<file path="config.mk">
export PLATFORM = sky130hd
export DESIGN_NAME = repeat_reset_link_test_fsm
export DESIGN_NICKNAME = d
export VERILOG_FILES = /design/src/design/reset_test_pkg.sv /design/src/design/repeat_reset_link_test_fsm.sv /design/src/design/sync2.sv
export VERILOG_INCLUDE_DIRS = /design/src /design/src/design
export SDC_FILE = /design/constraint.sdc
export NUM_CORES = 1
export LEC_CHECK = 0
export ABC_AREA = 0
export BUFFER_PORTS_ARGS = -buffer_cell sky130_fd_sc_hd__buf_4
export CAP_MARGIN = 5
export CORE_AREA = 2 2 142 144
export CTS_BUF_LIST = sky130_fd_sc_hd__clkbuf_8
export DETAILED_ROUTE_END_ITERATION = 8
export DIE_AREA = 0 0 144 146
export GPL_ROUTABILITY_DRIVEN = 0
export MAX_ROUTING_LAYER = met4
export PLACE_DENSITY = 0.75
export SLEW_MARGIN = 10
export SYNTH_ARGS = -nofsm -noshare
export SYNTH_HDL_FRONTEND = slang
export SYNTH_SLANG_ARGS = --single-unit
</file>
<file path="constraint.sdc">
create_clock -name i_ref_clk -period 5.1 [get_ports i_ref_clk]
set_input_delay 0.765 -clock i_ref_clk [delete_from_list [all_inputs] [get_ports i_ref_clk]]
set_output_delay 0.765 -clock i_ref_clk [all_outputs]
set_load 0.01 [all_outputs]
</file>
<file path="src/design/reset_test_consts.svh">
`ifndef RESET_TEST_CONSTS_SVH
`define RESET_TEST_CONSTS_SVH

// =============================================================
// Register byte offsets on the AXI4-Lite slave.
`define OFF_CONTROL       8'h00
`define OFF_CONFIG        8'h04
`define OFF_STATUS        8'h08
`define OFF_ITERATION     8'h0C
`define OFF_LINKUP_CNT    8'h10
`define OFF_LINKRST_CNT   8'h14
`define OFF_SOFTERR_CNT   8'h18

// =============================================================
// Field positions.
`define CTL_RUN_BIT       0
`define CTL_FSMRST_BIT    1
`define CTL_CLEAR_BIT     2
`define CFG_CHK_LSB       0
`define CFG_CHK_MSB       2
`define CFG_ITER_LSB      4
`define CFG_ITER_MSB      7
`define STS_PASS_BIT      0
`define STS_FAIL_BIT      1
`define STS_STATE_LSB     4
`define STS_STATE_MSB     6
`define STS_INITRST_BIT   8
`define STS_LINKUP_BIT    9

// =============================================================
// Reset values, responses and timing defaults in clock cycles.
`define CONFIG_RESET      8'h00
`define RESP_OKAY         2'h0
`define RESP_SLVERR       2'h2
`define ASSERT_CYCLES_DEF 28'hFFFFFFF
`define CHECK_BASE_DEF    28'h0100000
`define TRAFFIC_DEF       28'h0010000
`define MAX_TOGGLES       4'h1
`define TOGGLE_SAT        4'hF
`define ITER_ONE          16'h0001
`define CNT20_ONE         20'h00001

`endif

</file>
<file path="src/design/reset_test_pkg.sv">
package reset_test_pkg;

	// =============================================================
	// States of the repeat reset test sequencer.
	typedef enum logic [2:0] {
		idle_state          = 3'b000,
		reset_assert_state  = 3'b001,
		reset_release_state = 3'b010,
		check_wait_state    = 3'b011,
		traffic_wait_state  = 3'b100,
		check_state         = 3'b101,
		fail_state          = 3'b110,
		done_state          = 3'b111
	} test_state_e;

	typedef logic [27:0] timer_t;
	typedef logic [19:0] count20_t;

endpackage

</file>
<file path="src/design/repeat_reset_link_test_fsm.sv">
// How it works
// - Idle holds pass, fail zero; iteration count clears once run drops.
// - Start enters assert; init reset timed high.
// - Release reset, preload check timer from select.
// - Three-bit select picks channel-up wait time.
// - Wait until timer expires, watching errors.
// - Pass needs link up, at most one toggle.
// - Failed check stops run; else traffic wait.
// - Traffic wait lets packets flow, then check.
// - Check toggles again; repeat until count reached.
// - Four-bit select maps to iteration count.
// - Pass flag after all iterations succeed.
// - Fail on missing link up or data error.
// - Count link-up toggles; expose bits 15:8.
// - Count link reset assertions, readable.
// - Data error count healthy only at zero.
// - Sequencer reset returns to idle independently.
// - Counter clear leaves link untouched.
//
// The register offsets and the AXI4-Lite register port were decided locally.
`timescale 1ns/1ps
`include "reset_test_consts.svh"

module repeat_reset_link_test_fsm #(
	parameter reset_test_pkg::timer_t ASSERT_CYCLES = `ASSERT_CYCLES_DEF,
	parameter reset_test_pkg::timer_t CHECK_BASE    = `CHECK_BASE_DEF,
	parameter reset_test_pkg::timer_t TRAFFIC_CYCLES = `TRAFFIC_DEF
) (
	input  wire logic        i_ref_clk,        // 50 MHz clock.
	input  wire logic        i_rstn,           // Async reset, low.
	input  wire logic        i_link_up,        // Channel up from link.
	input  wire logic        i_link_reset,     // Link reset indication.
	input  wire logic        i_soft_err,       // Soft error level.
	input  wire logic [7:0]  i_data_err_count, // Received data errors.
	output logic             o_init_reset,     // Link init reset drive.
	output logic             o_test_passed,    // Run passed.
	output logic             o_test_failed,    // Run failed.
	input  wire logic [7:0]  i_s_axi_awaddr,   // Write address.
	input  wire logic        i_s_axi_awvalid,  // Write address valid.
	output logic             o_s_axi_awready,  // Write address ready.
	input  wire logic [31:0] i_s_axi_wdata,    // Write data.
	input  wire logic [3:0]  i_s_axi_wstrb,    // Write strobes.
	input  wire logic        i_s_axi_wvalid,   // Write data valid.
	output logic             o_s_axi_wready,   // Write data ready.
	output logic [1:0]       o_s_axi_bresp,    // Write response.
	output logic             o_s_axi_bvalid,   // Write response valid.
	input  wire logic        i_s_axi_bready,   // Write response ready.
	input  wire logic [7:0]  i_s_axi_araddr,   // Read address.
	input  wire logic        i_s_axi_arvalid,  // Read address valid.
	output logic             o_s_axi_arready,  // Read address ready.
	output logic [31:0]      o_s_axi_rdata,    // Read data.
	output logic [1:0]       o_s_axi_rresp,    // Read response.
	output logic             o_s_axi_rvalid,   // Read data valid.
	input  wire logic        i_s_axi_rready    // Read data ready.
);
	import reset_test_pkg::*;

	// =============================================================
	// Helper functions.

	// Check time doubles with each select step above the base.
	function automatic timer_t check_time(input logic [2:0] sel);
		check_time = timer_t'(CHECK_BASE << sel);
	endfunction

	// Each iteration select maps to a power of two iterations.
	function automatic logic [15:0] iter_target(input logic [3:0] sel);
		iter_target = 16'(`ITER_ONE << sel);
	endfunction

	// Wrapping increment shared by all quality counters.
	function automatic count20_t inc20(input count20_t v);
		inc20 = 20'(v + `CNT20_ONE);
	endfunction

	// =============================================================
	// Declarations.
	test_state_e state_reg;
	timer_t      timer_reg;
	logic [15:0] iter_reg;
	logic [3:0]  toggle_reg;
	logic        soft_seen_reg;
	logic        link_up_d_reg;
	logic        link_rst_d_reg;
	logic        soft_d_reg;
	count20_t    linkup_cnt_reg;
	count20_t    linkrst_cnt_reg;
	count20_t    softerr_cnt_reg;
	logic        run_reg;
	logic        fsm_rst_reg;
	logic        clear_reg;
	logic [7:0]  config_reg;
	logic        pass_reg;
	logic        fail_reg;
	logic        init_rst_reg;
	logic [3:0]  sync_in;
	logic [3:0]  sync_out;
	logic        link_up_s;
	logic        link_rst_s;
	logic        soft_s;
	logic        data_err_s;
	logic        link_up_edge;
	logic        link_rst_rise;
	logic        soft_rise;
	logic        wait_ok;
	logic        aw_held_reg;
	logic        w_held_reg;
	logic [7:0]  aw_addr_reg;
	logic [31:0] w_data_reg;
	logic [3:0]  w_strb_reg;
	logic        wr_fire;
	logic        wr_hit;
	logic [31:0] rd_value;
	logic        rd_hit;

	// =============================================================
	// Pin synchronisers.

	// The data error test is reduced to one level before crossing,
	// so no multi-bit value is sampled mid-change.
	assign sync_in = {(i_data_err_count != 8'h00), i_soft_err,
		i_link_reset, i_link_up};

	sync2 #(
		.W (4)
	) u_sync (
		.i_ref_clk (i_ref_clk),
		.i_rstn    (i_rstn),
		.i_async   (sync_in),
		.o_sync    (sync_out)
	);

	assign link_up_s  = sync_out[0];
	assign link_rst_s = sync_out[1];
	assign soft_s     = sync_out[2];
	assign data_err_s = sync_out[3];

	// Edge detection runs on the synchronised copies only.
	always_ff @(posedge i_ref_clk or negedge i_rstn) begin
		if (!i_rstn) begin
			link_up_d_reg  <= 1'b0;
			link_rst_d_reg <= 1'b0;
			soft_d_reg     <= 1'b0;
		end else begin
			link_up_d_reg  <= link_up_s;
			link_rst_d_reg <= link_rst_s;
			soft_d_reg     <= soft_s;
		end
	end

	assign link_up_edge  = link_up_s ^ link_up_d_reg;
	assign link_rst_rise = link_rst_s & ~link_rst_d_reg;
	assign soft_rise     = soft_s & ~soft_d_reg;

	// The channel must be up, bounce at most once and stay clean.
	assign wait_ok = link_up_s && (toggle_reg <= `MAX_TOGGLES) &&
		!data_err_s && !soft_seen_reg;

	// =============================================================
	// Test sequencer.

	// The sequencer reset is a synchronous pulse from software; it clears
	// the iteration count and leaves the bus and the quality counters alone.
	always_ff @(posedge i_ref_clk or negedge i_rstn) begin
		if (!i_rstn) begin
			state_reg <= idle_state;
			timer_reg <= '0;
		end else if (fsm_rst_reg) begin
			state_reg <= idle_state;
			timer_reg <= '0;
		end else begin
			case (state_reg)
			idle_state: begin
				if (run_reg) begin
					state_reg <= reset_assert_state;
					timer_reg <= timer_t'(ASSERT_CYCLES - 1'b1);
				end
			end
			reset_assert_state: begin
				if (timer_reg == '0) begin
					state_reg <= reset_release_state;
				end else begin
					timer_reg <= timer_t'(timer_reg - 1'b1);
				end
			end
			reset_release_state: begin
				state_reg <= check_wait_state;
				timer_reg <= check_time(config_reg[`CFG_CHK_MSB:
					`CFG_CHK_LSB]);
			end
			check_wait_state: begin
				if (timer_reg != '0) begin
					timer_reg <= timer_t'(timer_reg - 1'b1);
				end else if (wait_ok) begin
					state_reg <= traffic_wait_state;
					timer_reg <= timer_t'(TRAFFIC_CYCLES - 1'b1);
				end else begin
					state_reg <= fail_state;
				end
			end
			traffic_wait_state: begin
				if (data_err_s) begin
					state_reg <= fail_state;
				end else if (timer_reg == '0) begin
					state_reg <= check_state;
				end else begin
					timer_reg <= timer_t'(timer_reg - 1'b1);
				end
			end
			check_state: begin
				if (toggle_reg > `MAX_TOGGLES || data_err_s) begin
					state_reg <= fail_state;
				end else if (16'(iter_reg + 1'b1) >= iter_target(
					config_reg[`CFG_ITER_MSB:`CFG_ITER_LSB])) begin
					state_reg <= done_state;
				end else begin
					state_reg <= idle_state;
				end
			end
			done_state: begin
				if (!run_reg) begin
					state_reg <= idle_state;
				end
			end
			fail_state: begin
				state_reg <= fail_state;
			end
			default: begin
				state_reg <= idle_state;
			end
			endcase
		end
	end

	// Iteration count survives the return to idle between passes
	// and clears once the run is dropped.
	always_ff @(posedge i_ref_clk or negedge i_rstn) begin
		if (!i_rstn) begin
			iter_reg <= '0;
		end else if (fsm_rst_reg) begin
			iter_reg <= '0;
		end else if (state_reg == idle_state && !run_reg) begin
			iter_reg <= '0;
		end else if (state_reg == check_state &&
			toggle_reg <= `MAX_TOGGLES && !data_err_s) begin
			iter_reg <= 16'(iter_reg + 1'b1);
		end
	end

	// Per-pulse toggle and soft error tracking, cleared each assert.
	always_ff @(posedge i_ref_clk or negedge i_rstn) begin
		if (!i_rstn) begin
			toggle_reg    <= '0;
			soft_seen_reg <= 1'b0;
		end else if (state_reg == reset_assert_state) begin
			toggle_reg    <= '0;
			soft_seen_reg <= 1'b0;
		end else begin
			if (link_up_edge && toggle_reg != `TOGGLE_SAT) begin
				toggle_reg <= 4'(toggle_reg + 1'b1);
			end
			if (soft_s && state_reg == check_wait_state) begin
				soft_seen_reg <= 1'b1;
			end
		end
	end

	// Status outputs lag the state by one cycle and are glitch free.
	always_ff @(posedge i_ref_clk or negedge i_rstn) begin
		if (!i_rstn) begin
			pass_reg     <= 1'b0;
			fail_reg     <= 1'b0;
			init_rst_reg <= 1'b0;
		end else begin
			pass_reg     <= (state_reg == done_state);
			fail_reg     <= (state_reg == fail_state);
			init_rst_reg <= (state_reg == reset_assert_state);
		end
	end

	assign o_test_passed = pass_reg;
	assign o_test_failed = fail_reg;
	assign o_init_reset  = init_rst_reg;

	// =============================================================
	// Link quality counters.

	// An event in the clearing cycle is kept: it counts as one.
	always_ff @(posedge i_ref_clk or negedge i_rstn) begin
		if (!i_rstn) begin
			linkup_cnt_reg  <= '0;
			linkrst_cnt_reg <= '0;
			softerr_cnt_reg <= '0;
		end else begin
			if (clear_reg) begin
				linkup_cnt_reg <= link_up_edge ? `CNT20_ONE : '0;
			end else if (link_up_edge) begin
				linkup_cnt_reg <= inc20(linkup_cnt_reg);
			end
			if (clear_reg) begin
				linkrst_cnt_reg <= link_rst_rise ? `CNT20_ONE : '0;
			end else if (link_rst_rise) begin
				linkrst_cnt_reg <= inc20(linkrst_cnt_reg);
			end
			if (clear_reg) begin
				softerr_cnt_reg <= soft_rise ? `CNT20_ONE : '0;
			end else if (soft_rise) begin
				softerr_cnt_reg <= inc20(softerr_cnt_reg);
			end
		end
	end

	// =============================================================
	// AXI4-Lite write path.

	// Address and data are held separately so either may come first.
	assign o_s_axi_awready = !aw_held_reg && !o_s_axi_bvalid;
	assign o_s_axi_wready  = !w_held_reg && !o_s_axi_bvalid;
	assign wr_fire = aw_held_reg && w_held_reg;
	assign wr_hit  = (aw_addr_reg == `OFF_CONTROL) ||
		(aw_addr_reg == `OFF_CONFIG) || (aw_addr_reg == `OFF_STATUS) ||
		(aw_addr_reg == `OFF_ITERATION) ||
		(aw_addr_reg == `OFF_LINKUP_CNT) ||
		(aw_addr_reg == `OFF_LINKRST_CNT) ||
		(aw_addr_reg == `OFF_SOFTERR_CNT);

	always_ff @(posedge i_ref_clk or negedge i_rstn) begin
		if (!i_rstn) begin
			aw_held_reg    <= 1'b0;
			w_held_reg     <= 1'b0;
			aw_addr_reg    <= '0;
			w_data_reg     <= '0;
			w_strb_reg     <= '0;
			o_s_axi_bvalid <= 1'b0;
			o_s_axi_bresp  <= `RESP_OKAY;
		end else begin
			if (i_s_axi_awvalid && o_s_axi_awready) begin
				aw_held_reg <= 1'b1;
				aw_addr_reg <= i_s_axi_awaddr;
			end
			if (i_s_axi_wvalid && o_s_axi_wready) begin
				w_held_reg <= 1'b1;
				w_data_reg <= i_s_axi_wdata;
				w_strb_reg <= i_s_axi_wstrb;
			end
			if (wr_fire) begin
				aw_held_reg    <= 1'b0;
				w_held_reg     <= 1'b0;
				o_s_axi_bvalid <= 1'b1;
				o_s_axi_bresp  <= wr_hit ? `RESP_OKAY : `RESP_SLVERR;
			end else if (o_s_axi_bvalid && i_s_axi_bready) begin
				o_s_axi_bvalid <= 1'b0;
			end
		end
	end

	// Control bits: run is a level, the other two are one-cycle.
	always_ff @(posedge i_ref_clk or negedge i_rstn) begin
		if (!i_rstn) begin
			run_reg     <= 1'b0;
			fsm_rst_reg <= 1'b0;
			clear_reg   <= 1'b0;
			config_reg  <= `CONFIG_RESET;
		end else begin
			fsm_rst_reg <= 1'b0;
			clear_reg   <= 1'b0;
			if (wr_fire && w_strb_reg[0]) begin
				if (aw_addr_reg == `OFF_CONTROL) begin
					run_reg     <= w_data_reg[`CTL_RUN_BIT];
					fsm_rst_reg <= w_data_reg[`CTL_FSMRST_BIT];
					clear_reg   <= w_data_reg[`CTL_CLEAR_BIT];
				end
				if (aw_addr_reg == `OFF_CONFIG) begin
					config_reg <= w_data_reg[7:0];
				end
			end
		end
	end

	// =============================================================
	// AXI4-Lite read path.

	always_comb begin
		rd_value = '0;
		rd_hit   = 1'b1;
		case (i_s_axi_araddr)
		`OFF_CONTROL: begin
			rd_value[`CTL_RUN_BIT] = run_reg;
		end
		`OFF_CONFIG: begin
			rd_value[7:0] = config_reg;
		end
		`OFF_STATUS: begin
			rd_value[`STS_PASS_BIT]    = pass_reg;
			rd_value[`STS_FAIL_BIT]    = fail_reg;
			rd_value[`STS_STATE_MSB:`STS_STATE_LSB] = state_reg;
			rd_value[`STS_INITRST_BIT] = init_rst_reg;
			rd_value[`STS_LINKUP_BIT]  = link_up_s;
		end
		`OFF_ITERATION: begin
			rd_value[15:0] = iter_reg;
		end
		`OFF_LINKUP_CNT: begin
			rd_value[7:0] = linkup_cnt_reg[15:8];
		end
		`OFF_LINKRST_CNT: begin
			rd_value[19:0] = linkrst_cnt_reg;
		end
		`OFF_SOFTERR_CNT: begin
			rd_value[19:0] = softerr_cnt_reg;
		end
		default: begin
			rd_hit = 1'b0;
		end
		endcase
	end

	assign o_s_axi_arready = !o_s_axi_rvalid;

	// Read data is captured at the address handshake and held.
	always_ff @(posedge i_ref_clk or negedge i_rstn) begin
		if (!i_rstn) begin
			o_s_axi_rvalid <= 1'b0;
			o_s_axi_rdata  <= '0;
			o_s_axi_rresp  <= `RESP_OKAY;
		end else if (i_s_axi_arvalid && o_s_axi_arready) begin
			o_s_axi_rvalid <= 1'b1;
			o_s_axi_rdata  <= rd_value;
			o_s_axi_rresp  <= rd_hit ? `RESP_OKAY : `RESP_SLVERR;
		end else if (o_s_axi_rvalid && i_s_axi_rready) begin
			o_s_axi_rvalid <= 1'b0;
		end
	end

endmodule

</file>
<file path="src/design/sync2.sv">
`timescale 1ns/1ps

// =============================================================
// Two flip-flop level synchroniser for pins from the link clock.
module sync2 #(
	parameter int W = 1
) (
	input  wire logic         i_ref_clk, // Local clock.
	input  wire logic         i_rstn,    // Asynchronous reset, low.
	input  wire logic [W-1:0] i_async,   // Levels from another domain.
	output logic      [W-1:0] o_sync     // Synchronised levels.
);

	logic [W-1:0] meta_reg;

	// The first stage feeds only the second one.
	always_ff @(posedge i_ref_clk or negedge i_rstn) begin
		if (!i_rstn) begin
			meta_reg <= '0;
			o_sync   <= '0;
		end else begin
			meta_reg <= i_async;
			o_sync   <= meta_reg;
		end
	end

endmodule

</file>
# After elaboration in Yosys (flattened, before gate mapping)
# Index checks and enable logic that the tools add are counted.
[word_totals]
input_bits = 70
wordCells = 183
out_inout_bits = 44
reg_bits = 182
[classes]
mux = 57
n_bitwise = 5
magnitude_cmp = 3
shifts = 2
add_sub_neg = 6
n_reduce_logical = 53
n_eq_ne = 27
[ops]
columns = ["op", "count"]
rows = [
  ["28-bit two-way mux", 6],
  ["28-bit one-hot mux with 5 select lines", 1],
  ["20-bit two-way mux", 6],
  ["20-bit by 1-bit adder with 20-bit output, second input constant", 3],
  ["8-bit by 5-bit equality test with 1-bit output, second input constant", 6],
  ["16-bit two-way mux", 3],
  ["8-bit by 4-bit equality test with 1-bit output, second input constant", 4],
  ["28-bit zero test", 1],
  ["28-bit nonzero test", 1],
  ["21-bit by 3-bit << shifter with 28-bit output, first input constant", 1],
  ["28-bit by 1-bit subtractor with 28-bit output, second input constant", 1],
  ["3-bit two-way mux", 9],
  ["3-bit one-hot mux with 8 select lines", 1],
  ["1-bit two-way mux", 18],
  ["3-bit one-hot mux with 6 select lines", 1],
  ["6-bit one-hot mux with 3 select lines", 1],
  ["2-bit nonzero test", 9],
  ["1-bit logical AND", 17],
  ["16-bit by 1-bit adder with 16-bit output, second input constant", 1],
  ["8-bit by 3-bit equality test with 1-bit output, second input constant", 2],
  ["16-bit greater-or-equal comparator", 1],
  ["8-bit zero test", 2],
  ["1-bit by 4-bit << shifter with 16-bit output, first input constant", 1],
  ["3-bit inequality test, second input constant", 5],
  ["other kinds (29)", 52],
]

# Logic depth before layout (Yosys ltp)
[logic_depth]
ltp_word = 8
ltp_mapped = 12
depth_no_buf = 12

# By module
# A second synthesis with hierarchy kept.
[hier_totals]
cells_unflattened = 1064
area_unflattened_um2 = 9830.7
[by_module_without_submodules]
columns = ["module", "seq_area_each_um2", "area_per_inst_um2", "instances", "cells_each"]
rows = [
  ["repeat_reset_link_test_fsm", 4204.0, 9630.5, 1, 1056],
  ["sync2", 200.2, 200.2, 1, 8],
]

# Worst setup path before layout
# No wires, ideal clock.
[synth_path]
path_type = "register -> register"
startpoint = "register iter_reg[7]"
endpoint = "register state_reg[0]"
path_buffers = 1
stages_incl_launch_ff = 13
setup_time_ns = 0.140
required_ns = 4.960
arrival_ns = 2.686
synth_period_minus_slack_ns = 2.826
setup_slack_ns = 2.274
path_cell_list = "dfrtp_1 clkbuf_1 nand4_1 nor4_1 and3_1 xor2_1 ha_1 a21oi_1 o21ai_0 a31oi_1 a21oi_1 a221oi_1 a211oi_2"
[synth_between]
elab_chain_len = 6
[synth_lines]
columns = ["element", "line", "text"]
rows = [
  ["start, declared", "repeat_reset_link_test_fsm.sv:80", "logic [15:0] iter_reg;"],
  ["start signal, assigned", "repeat_reset_link_test_fsm.sv:246", "iter_reg <= 16'(iter_reg + 1'b1);"],
  ["16-bit by 1-bit adder with 16-bit output", "repeat_reset_link_test_fsm.sv:213", "end else if (16'(iter_reg + 1'b1) >= iter_target("],
  ["16-bit greater-or-equal comparator", "repeat_reset_link_test_fsm.sv:213", ""],
  ["3-bit two-way mux", "repeat_reset_link_test_fsm.sv:213", ""],
  ["3-bit two-way mux", "repeat_reset_link_test_fsm.sv:211", "if (toggle_reg > `MAX_TOGGLES || data_err_s) begin"],
  ["3-bit one-hot mux with 8 select lines", "repeat_reset_link_test_fsm.sv:172", "case (state_reg)"],
  ["3-bit two-way mux", "repeat_reset_link_test_fsm.sv:168", "end else if (fsm_rst_reg) begin"],
  ["end signal, assigned", "repeat_reset_link_test_fsm.sv:169", "state_reg <= idle_state;"],
  ["end signal, assigned", "repeat_reset_link_test_fsm.sv:212", "state_reg <= fail_state;"],
  ["end signal, assigned", "repeat_reset_link_test_fsm.sv:215", "state_reg <= done_state;"],
  ["end, declared", "repeat_reset_link_test_fsm.sv:78", "test_state_e state_reg;"],
]
# Every way passes these cells.
# A chain may end at the register's enable or synchronous reset.

# Worst setup path after layout
# Ends and elaborated chain as after synthesis.

==> flow_summary.toml <==
[status]
status = "completed"

[drt]
wl_mm = 22.7
drt_iter0_drc = 747
ant_nets = 0
dr.pass1.iters = 5
drc = 0
viasPerCell = 5.86
wl_per_cell_um = 16.9
vias = 7905

[power]
vdd_ir_drop_max_uv = 298
p_leak_nw = 4.73
powerDensity_nw_per_um2 = 424

[floorplanning]
dieArea_um2 = 21000
start_util = 0.497
boundaryPins = 114
die_h_um = 146
rows = 51
coreArea_um2 = 19300
die_w_um = 144

[placement]
place_area_um2 = 10300
pre_cts_ws_ns = 1.83
dp_hpwl_mm = 16.2
port_buffers = 72

[setup_path]
critPathKind = "register to register"
path_cells = "nand4_1 > nor4_1 > and3_1 > xor2_1 > ha_1 > a21oi_1 > o21ai_0 > a31oi_1 > a21oi_1 > a221oi_1 > a211oi_2"
required_ns = 5.44
worst_path_most_repeated_cell = "a21oi_1"
slowest_stage = "nor4_1"
crit_fanout = 8
crit_family = "simple AND/OR/NAND/NOR gates"
critPathBufInv = 0
arrival_ns = 3.66
end_kind = "register"
critPathMaxStageDelay_ns = 0.68
cp-start-kind = "register"

[job]
cap_violations = 0

[synth]
synth_area_leaders = "dfrtp_1 (46%), nor2_1 (4.3%), xor2_1 (3.7%)"
syn_area_per_cell_um2 = 9.38
synth-edff-count = 0
synth_cell_types = 65
synth.cell_area_um2 = 9610
async_flop_share = 1.00
syn_inst = 1024
synth_warnings = 0
yosysSeqAreaShare = 0.459
ys.flop_type = "dfrtp_1"
yosys_register_bits = 176
synth_top_area_share = 0.459
synth.largest_area_cell = "dfrtp_1"

[timing]
finalCriticalPeriod_ns = 3.32
setup-violations-final = 0
rsz0062_at_grt = "false"
finalSetupTns_ns = 0
hold_violations = 0
finalClockSkew_ns = 0.0225
slew_headroom = 0.344
setup_slack_ns = 1.78
max_freq_ghz = 0.301
timing.hold.ws_ns = 0.255
worst_pin_slew_ns = 0.983
min_period_over_period = 0.652
drv_slew = 0

[final_layout]
antenna_cells = 0
largest_reg_flops = 28
nFillCells = 1752
multi_input_area_um2 = 4850
final_nets = 1165
ff_latch_area_um2 = 4400
final_area_um2 = 10600
drive_gt1_frac = 0.145
area_delta_synth_final_pct = 10.8

[clock_network]
cts_sinks = 176
insertion_delay_ns = 0.48
cts_buffers = 17
cts_root_buf = "clkbuf_8"
cts_htree_levels = 4
postCtsHoldBufs = 0
post_cts_buffers = 0
cts_max_path_buffers = 2
clkTransAtPathRegs_ns = 0.11
cts_tree = "built"
post_cts_resized = 0

[global_route]
grt_usage = 0.230
grt.overflow.total = 0
antenna_found_initial = 0
grt_pass1_wl_mm = 37.6
grt_pass1_vias = 7258
grt_max_degree = 68

[worst_hold_path]
hold_class = "input pin to asynchronous set/reset pin"
## power by group
group | internal (W) | switching, W
Clock | 0.000355 | 0.000566
Combinational | 0.000656 | 0.000815
Sequential | 0.00173 | 0.000389
Total | 0.00275 | 0.00177
## placed cells by master, fill, tap and decap left out, types with 18 or more instances in the layout
cell	instances
a21oi_1	53
a221oi_1	18
a22o_1	35
buf_4	80
dfrtp_1	176
ha_1	25
inv_1	22
mux2_2	26
nand2_1	94
nand3_1	38
nand4_1	19
nor2_1	110
nor3_1	24
o21ai_0	63
or3_1	19
xnor2_1	19
xor2_1	41
## synthesized netlist by cell type (5+ instances only)
| cell type | n |
|---|---|
| dfrtp_1 | 176 |
| nor2_1 | 110 |
| nand2_1 | 94 |
| o21ai_0 | 63 |
| a21oi_1 | 53 |
| clkbuf_1 | 42 |
| xor2_1 | 41 |
| nand3_1 | 38 |
| a22o_1 | 35 |
| mux2_2 | 26 |
| ha_1 | 25 |
| nor3_1 | 24 |
| inv_1 | 21 |
| nand4_1 | 19 |
| or3_1 | 19 |
| xnor2_1 | 19 |
| a221oi_1 | 18 |
| nor2b_1 | 17 |
| buf_4 | 14 |
| nor4_1 | 14 |
| and3_1 | 13 |
| nand2b_1 | 11 |
| a31oi_1 | 9 |
| and2_1 | 9 |
| o31ai_1 | 9 |
| a22oi_1 | 7 |
| and4_1 | 5 |
| buf_1 | 5 |
| buf_2 | 5 |
| mux2i_1 | 5 |
| nor3b_1 | 5 |
| o211ai_1 | 5 |
| o21a_1 | 5 |
| o22ai_1 | 5 |
## final cells by class
cell class | instances | area share
clock buffers | 17 | 0.0220
flip-flops and latches | 176 | 0.414
multi-input cells | 773 | 0.456
inverters | 21 | 0.00741
repair buffers | 81 | 0.0575
well taps | 265 | 0.0312
clock inverters | 15 | 0.0121
## metrics by stage
step           utilization  cells  total power (W)
6_report             0.550   1348          0.00452
5_1_grt              0.550   1348          0.00483
4_1_cts              0.550   1348          0.00452
3_5_place_dp         0.532   1316          0.00360
3_3_place_gp         0.532   1316          0.00356
2_1_floorplan            -   1037          0.00315
## kinds of logic after synthesis
logic type / synth area share
other: 0.000390
muxes: 0.0380
DFF: 0.459
AOI/OAI and AO/OA: 0.165
buffers and inverters: 0.0413
xor gates and xnor gates: 0.0547
adders and majority gates: 0.0326
and+or+nand+nor: 0.209
## path summary, 6_finish.rpt
| check | start | endpoint | slack, ns | cells past startpoint |
|---|---|---|---|---|
| min | i_rstn | o_s_axi_rdata[17] | 0.25 | 1 |
| min in group i_ref_clk | u_sync.meta_reg[3] | u_sync.o_sync[3] | 0.38 | 0 |
| max | iter_reg[7] | state_reg[0] | 1.78 | 11 |
| max in group asynchronous | i_rstn | iter_reg[6] | 3.63 | 2 |
| min reg2reg | u_sync.meta_reg[3] | u_sync.o_sync[3] | 0.38 | 0 |
| max reg2reg | iter_reg[7] | state_reg[0] | 1.78 | 11 |
## routing by layer
metal	up-vias	track usage	wire, µm
li1	3749	-	-
met1	3930	0.323	10500
met2	206	0.350	10800
met3	20	0.0385	1130
met4	0	0.0559	264
met5	-	-	0
(Power assumes the default switching activity.)
